File: src/bei_pkg.sv
`timescale 1ns/100ps
// ------------------------------------------------------------
// shared constants and carriers
// ------------------------------------------------------------
package bei_pkg;
  localparam int unsigned AW          = 13;
  localparam int unsigned DW          = 8;
  localparam logic [2:0]  OP_EXEC     = 3'h4;
  localparam logic [2:0]  OP_BRANCH   = 3'h5;
  localparam logic [2:0]  OP_LOAD     = 3'h6;
  localparam logic [2:0]  OP_JUMP     = 3'h7;
  localparam logic [4:0]  D_ADDR_LEFT = 5'h07;
  localparam logic [4:0]  D_ADDR_RGHT = 5'h0f;
  localparam logic [4:0]  D_DATA_LEFT = 5'h0a;
  localparam logic [4:0]  D_DATA_RGHT = 5'h0b;
  localparam logic [3:0]  R_OVERFLOW  = 4'h8;
  localparam logic [12:0] AR_RESET    = 13'h0000;
  localparam logic [12:0] PC_RESET    = 13'h0000;
  localparam logic [12:0] PC_STEP     = 13'h0001;
  localparam logic [7:0]  IV_IDLE     = 8'h00;

  typedef struct packed {
    logic [2:0] op;
    logic [4:0] sel;
    logic [7:0] imm;
  } bei_instr_s;

  typedef struct packed {
    logic [7:0] data;
    logic       oe;
    logic       is_addr;
    logic       right;
  } bei_iv_s;
endpackage : bei_pkg

// ------------------------------------------------------------
// rotate right and mask low bits, zero length means eight
// ------------------------------------------------------------
module bei_field_extract (
  input  wire logic [7:0] data_in,
  input  wire logic [2:0] rot_in,
  input  wire logic [2:0] len_in,
  output logic      [7:0] field_out
);
  logic [15:0] dbl;
  logic [7:0]  rotated;
  logic [7:0]  mask;

  assign dbl     = {data_in, data_in} >> rot_in;
  assign rotated = dbl[7:0];
  assign mask    = (len_in == 3'h0) ? 8'hff : 8'(8'hff >> (4'h8 - {1'b0, len_in})); // RQ16
  assign field_out = rotated & mask;
endmodule : bei_field_extract

File: src/bei_unit.sv
// Behaviour
// RQ1: register test nonzero loads low eight address bits
// RQ2: register test zero steps program counter
// RQ3: register indirect puts 8-bit sum in address
// RQ4: indirect execute keeps program counter
// RQ5: executed instruction steps program counter normally
// RQ6: jump or branch reached indirectly loads counter
// RQ7: register indirect drops carry, overflow untouched
// RQ8: register immediate load writes working register
// RQ9: address immediate drives bus, saves R7/R17
// RQ10: data immediate drives bus, no register change
// RQ11: bus test rotates, masks selected bank data
// RQ12: bus test nonzero loads low five bits
// RQ13: bus test zero steps program counter
// RQ14: bus indirect puts 5-bit sum in address
// RQ15: bus indirect drops carry, overflow untouched
// RQ16: zero field length selects eight bits
// RQ17: jump loads 13-bit target into both
// RQ18: partial replacement keeps upper address bits
`timescale 1ns/100ps
module bei_unit (
  input  wire logic                clk_in,
  input  wire logic                rst_n_in,
  input  wire bei_pkg::bei_instr_s instr_in,
  input  wire logic [7:0]          iv_left_in,
  input  wire logic [7:0]          iv_right_in,
  output logic [12:0]              addr_out,
  output logic [12:0]              pc_out,
  output bei_pkg::bei_iv_s         iv_out,
  output logic [7:0]               overflow_out
);
  // ------------------------------------------------------------
  // state
  // ------------------------------------------------------------
  logic [12:0]      ar_reg;
  logic [12:0]      pc_reg;
  logic [12:0]      ar_next;
  logic [12:0]      pc_next;
  logic [7:0]       wreg_reg [16];
  bei_pkg::bei_iv_s iv_reg;
  bei_pkg::bei_iv_s iv_next;

  // ------------------------------------------------------------
  // decode
  // ------------------------------------------------------------
  logic       bus_src;
  logic [7:0] bus_byte;
  logic [7:0] field;
  logic [7:0] src_val;
  logic [7:0] sum8;
  logic [4:0] sum5;
  logic       nonzero;
  logic       wr_en;
  logic       is_exec;
  logic       is_branch;
  logic       is_jump;
  logic       is_load;

  assign is_exec   = (instr_in.op == bei_pkg::OP_EXEC);
  assign is_branch = (instr_in.op == bei_pkg::OP_BRANCH);
  assign is_jump   = (instr_in.op == bei_pkg::OP_JUMP);
  assign is_load   = (instr_in.op == bei_pkg::OP_LOAD);
  assign bus_src  = instr_in.sel[4];
  assign bus_byte = instr_in.sel[3] ? iv_right_in : iv_left_in; // RQ11
  assign src_val  = wreg_reg[instr_in.sel[3:0]];
  assign sum8     = src_val + instr_in.imm; // RQ7
  assign sum5     = field[4:0] + instr_in.imm[4:0]; // RQ15
  assign nonzero  = bus_src ? (field != 8'h00) : (src_val != 8'h00); // RQ11

  bei_field_extract u_extract (
    .data_in   (bus_byte),
    .rot_in    (instr_in.sel[2:0]),
    .len_in    (instr_in.imm[7:5]),
    .field_out (field)
  );

  assign wr_en = is_load && !bus_src && (instr_in.sel != bei_pkg::D_DATA_LEFT)
                 && (instr_in.sel != bei_pkg::D_DATA_RGHT)
                 && (instr_in.sel[3:0] != bei_pkg::R_OVERFLOW);

  // ------------------------------------------------------------
  // address and program counter
  // ------------------------------------------------------------
  always_comb begin
    pc_next = pc_reg + bei_pkg::PC_STEP; // RQ2 RQ5 RQ13
    ar_next = pc_reg + bei_pkg::PC_STEP;
    if (is_branch && nonzero) begin
      if (bus_src) begin
        pc_next = {pc_reg[12:5], instr_in.imm[4:0]}; // RQ12 RQ18
        ar_next = {ar_reg[12:5], instr_in.imm[4:0]};
      end else begin
        pc_next = {pc_reg[12:8], instr_in.imm}; // RQ1 RQ18 RQ6
        ar_next = {ar_reg[12:8], instr_in.imm};
      end
    end else if (is_exec) begin
      pc_next = pc_reg; // RQ4
      if (bus_src) begin
        ar_next = {ar_reg[12:5], sum5}; // RQ14
      end else begin
        ar_next = {ar_reg[12:8], sum8}; // RQ3
      end
    end else if (is_jump) begin
      pc_next = {instr_in.sel, instr_in.imm}; // RQ17 RQ6
      ar_next = {instr_in.sel, instr_in.imm};
    end
  end

  always_ff @(posedge clk_in or negedge rst_n_in) begin
    if (!rst_n_in) begin
      ar_reg <= bei_pkg::AR_RESET;
      pc_reg <= bei_pkg::PC_RESET;
    end else begin
      ar_reg <= ar_next;
      pc_reg <= pc_next;
    end
  end

  // ------------------------------------------------------------
  // working registers
  // ------------------------------------------------------------
  for (genvar i = 0; i < 16; i++) begin : g_wreg
    always_ff @(posedge clk_in) begin
      if (wr_en && (instr_in.sel[3:0] == 4'(i))) begin
        wreg_reg[i] <= instr_in.imm; // RQ8 RQ9
      end
    end
  end

  // ------------------------------------------------------------
  // interface vector bus drive
  // ------------------------------------------------------------
  always_comb begin
    iv_next = '{data: bei_pkg::IV_IDLE, oe: 1'b0, is_addr: 1'b0, right: 1'b0};
    if (is_load && ((instr_in.sel == bei_pkg::D_ADDR_LEFT)
                    || (instr_in.sel == bei_pkg::D_ADDR_RGHT))) begin
      iv_next = '{data: instr_in.imm, oe: 1'b1, is_addr: 1'b1, right: instr_in.sel[3]}; // RQ9
    end else if (is_load && ((instr_in.sel == bei_pkg::D_DATA_LEFT)
                             || (instr_in.sel == bei_pkg::D_DATA_RGHT))) begin
      iv_next = '{data: instr_in.imm, oe: 1'b1, is_addr: 1'b0, right: instr_in.sel[0]}; // RQ10
    end
  end

  always_ff @(posedge clk_in or negedge rst_n_in) begin
    if (!rst_n_in) begin
      iv_reg <= '{data: bei_pkg::IV_IDLE, oe: 1'b0, is_addr: 1'b0, right: 1'b0};
    end else begin
      iv_reg <= iv_next;
    end
  end

  assign addr_out = ar_reg;
  assign pc_out   = pc_reg;
  assign iv_out   = iv_reg;
  assign overflow_out = wreg_reg[bei_pkg::R_OVERFLOW];
endmodule : bei_unit

File: config.mk
export PLATFORM = sky130hd
export DESIGN_NAME = bei_unit
export DESIGN_NICKNAME = d
export VERILOG_FILES = /design/src/bei_pkg.sv /design/src/bei_unit.sv
export SDC_FILE = /design/constraint.sdc
export NUM_CORES = 1
export LEC_CHECK = 0
export BUFFER_PORTS_ARGS = -buffer_cell sky130_fd_sc_hd__buf_2
export CAP_MARGIN = 40
export CORE_MARGIN = 2
export CORE_UTILIZATION = 47
export DETAILED_ROUTE_END_ITERATION = 10
export HOLD_SLACK_MARGIN = 0.05
export PLACE_DENSITY = 0.65
export SLEW_MARGIN = 20
export SYNTH_ARGS = -nofsm -noshare
export SYNTH_HDL_FRONTEND = slang
export SYNTH_HIERARCHICAL = 1
export SYNTH_SLANG_ARGS = --single-unit
File: constraint.sdc
create_clock -name clk_in -period 4.3 [get_ports clk_in]
set_clock_uncertainty 0.1 [all_clocks]
set_input_delay 0.215 -clock clk_in [delete_from_list [all_inputs] [get_ports clk_in]]
set_output_delay 0.215 -clock clk_in [all_outputs]
set_load 0.01 [all_outputs]
==> results.json <==
{
  "areaGrowthSynthToFinish_pct": 18.65,
  "nets": 729,
  "end_kind": "flop",
  "grt_use_total_pct": 21.41,
  "netlist_top_cells_count": "128 x edfxtp_1, 55 x nand2_1, 37 x dfrtp_1",
  "postRouteAntennaNets": 0,
  "postCtsSetupRepairBufs": 0,
  "grt_remaining_overflow": 0,
  "slew_headroom_pct": 47.16,
  "rows": 47,
  "synth_compound_area_share_pct": 8.212,
  "combPwrFrac_pct": 16.4,
  "reg2regPathDepth": 12,
  "firstDrtPassIters": 5,
  "clock_power_share_pct": 36.5,
  "die-area_um2": 17680,
  "wl_per_cell_um": 20.09,
  "worstSetupStartpoint": "instr_in[8]",
  "vias": 5131,
  "regToRegEndpoint": "addr_out[7]",
  "synth_area_leaders": "edfxtp_1 49%, dfrtp_1 12%, mux4_2 8.9%, nand2_1 2.6%, ha_1 2.6%",
  "worst_slew_pin_slew_ps": 789.7,
  "pre_cts_ws_ps": 653.6,
  "io_pins": 79,
  "wirelength_um": 18280,
  "crit_path_start_kind": "input pin",
  "setup_viol": 0,
  "cts.clk_slew.worst_paths_ps": 60,
  "yosysTopAreaCell": "edfxtp_1",
  "ff_latch_area_um2": 4770,
  "synth_xor_area_share_pct": 2.353,
  "p_seq_share_pct": 47.2,
  "fmax_ghz": 0.3135,
  "port_buffers": 78,
  "rsz0062_at_grt": "no",
  "ys.flop_type": "edfxtp_1",
  "die_height_um": 133.0,
  "synth_cell_type_count": 59,
  "cp_slowest_cell": "mux4_2",
  "cp_max_fo": 14,
  "syn_area_per_cell_um2": 14.13,
  "die_w_um": 133.0,
  "drive_gt1_share_pct": 29.13,
  "antenna_found_initial": 0,
  "drtIter0Drc": 428,
  "insertedDiodeCount": 0,
  "initial_core_util_pct": 47.64,
  "yosys.area.top_type_share_pct": 49.18,
  "r2r-start": "wreg_reg[8][1]",
  "clock_sinks": 165,
  "grt_pass1_vias": 5167,
  "multi_input_area_um2": 2944,
  "largest_register_ffs": 128,
  "drc_errors": 0,
  "synthCells": 553,
  "cts.path.max_buffers": 2,
  "dpl_cell_area_um2": 8666,
  "hold_viol_final": 0,
  "tns_ps": 0,
  "finalMaxSlewViolations": 0,
  "power.switching_mw": 1.087,
  "yosysMostFrequentCell": "edfxtp_1",
  "clkLatencyLatePin_ps": 430,
  "holdCritPathClass": "input pin to flop",
  "cts_buffers": 17,
  "leakagePower_nw": 3.671,
  "clockRootBuffer": "clkbuf_16",
  "irDropWorstVdd_v": 0.0002816,
  "finalCritPeriodShare_pct": 74.18,
  "path_cells": "buf_2 -> buf_12 -> mux4_2 -> a22oi_1 -> nand2_1 -> ha_1 -> a21o_1 -> a21oi_1 -> o21ai_0 -> a21oi_1 -> o21ai_0 -> xnor2_1 -> nor3_1 -> a311o_1",
  "ctsHoldBuffers": 1,
  "viasPerCell": 5.638,
  "nFillCells": 1351,
  "synth_adder_area_share_pct": 3.073,
  "dp.cells": 875,
  "p_per_area_nw_per_um2": 430.4,
  "grt_max_degree": 38,
  "synth_area_um2": 7816,
  "stdcell_count": 910,
  "synth_edf_count": 128,
  "min_period_ps": 3190,
  "switching_share_pct": 27.23,
  "crit_path_end": "addr_out[7]",
  "outcome": "finished, final reports clean",
  "synth_top_family_by_area": "multiplexers",
  "yosysWarnings": 6,
  "async_flop_share_pct": 22.42,
  "p_int_mw": 2.905,
  "place.gp.congestion": 0.8632,
  "yosysSeqAreaShare_pct": 61.02,
  "synth-seq-cells": 165,
  "synth_simple_gate_area_share_pct": 9.861,
  "cts_tree": "yes",
  "cts_max_level": 4,
  "cp.required_ps": 4500,
  "max_cap_violations": 0,
  "crit_path_max_incr_delay_ps": 500,
  "rrSetupSlack_ps": 1120,
  "grt_pass1_wl_um": 28200,
  "synth.area.mux_share_pct": 12.82,
  "cts_resized": 0,
  "final_area_um2": 9274,
  "setup_slack_ps": 1110,
  "coreArea_um2": 16410,
  "dpl.hpwl_um": 12740,
  "crit_arrival_ps": 3390,
  "worstSetupPathType": "input pin to flop"
}
per-stage QoR:
step | hold slack, ps | utilization, % | total power [mW]
global placement | 238.5 | 52.59 | 2.548
CTS | 76.77 | 56.34 | 4.017
finish | 103.9 | 56.52 | 3.991
detailed placement | 246.5 | 52.82 | 2.561
floorplan | -180.6 | - | 2.314
global route | 78.21 | 56.52 | 4.166
metal layers:
metal | share of wire, % | track usage [%] | vias to the layer above | wire, um
li1 | - | - | 2332 | -
met1 | 42 | 27.88 | 2544 | 7735
met2 | 48 | 34.00 | 213 | 8813
met3 | 6.2 | 5.479 | 42 | 1139
met4 | 3.2 | 9.857 | 0 | 590
met5 | 0 | 0 | - | 0
final cells by class:
type	instances	share of cell area [%]
well taps	220	2.968
flip-flops and latches	165	51.43
repair buffers	107	6.881
clock inverters	15	1.538
clock buffers	17	4.587
inverters	21	0.8500
multi-input cells	365	31.75
cell usage in the layout, fill, tap and decap left out, types with 3 or more instances in the layout:
cell type     n
a2111oi_2     3
a21o_1        7
a21oi_1      11
a22oi_1      18
and2_1       12
and3_1        4
buf_2        78
buf_4        25
clkbuf_16    17
clkinvlp_4    4
conb_1       24
dfrtp_1      37
edfxtp_1    128
ha_1         16
inv_1        21
inv_6         5
mux2_2       12
mux2_4        3
mux2i_1      11
mux4_2       31
nand2_1      55
nand2b_1      4
nand3_1      11
nand4_1       3
nor2_1       33
nor2b_1       6
nor3_1        6
nor3_2        3
nor4_2        3
o211ai_1      5
o21ai_0      15
o22ai_1      10
o31ai_1       3
xnor2_1      10
xor2_1       11
worst max-delay path, delay by kind of cell:
kind | cells | cell delay [ps]
mux | 1 | 500
buf+inv | 2 | 550
compound gates | 7 | 1360
simple gates | 2 | 240
fa+ha+maj | 1 | 320
xor+xnor | 1 | 180
worst min path at each step:
stage | start | endpoint | slack, ps | cells past startpoint
2_1_floorplan | rst_n_in | addr_out[0] | -180 | 0
3_3_place_gp | rst_n_in | iv_out[7] | 240 | 1
3_5_place_dp | rst_n_in | iv_out[7] | 250 | 1
4_1_cts | instr_in[13] | pc_out[0] | 80 | 2
5_1_grt | instr_in[13] | pc_out[0] | 80 | 2
6_report | instr_in[13] | pc_out[0] | 100 | 2
power by group through the flow:
stage	combinational, mW	clock (mW)	sequential [mW]
2_1_floorplan	0.374	0	1.94
3_3_place_gp	0.636	0	1.91
3_5_place_dp	0.645	0	1.92
4_1_cts	0.649	1.49	1.88
5_1_grt	0.712	1.56	1.89
6_report	0.653	1.46	1.88
kinds of logic (layout without fill, tap and decap cells):
kind of cell / Yosys count / count (layout)
flip-flops: 165 / 165
AND/OR/NAND/NOR: 154 / 154
AO/OA/AOI/OAI: 90 / 90
multiplexers: 58 / 58
buffers and inverters: 46 / 160
XOR/XNOR: 21 / 21
adder cells (fa/ha/maj): 18 / 18
other: 1 / 24
Power figures use the tool's default switching activity.
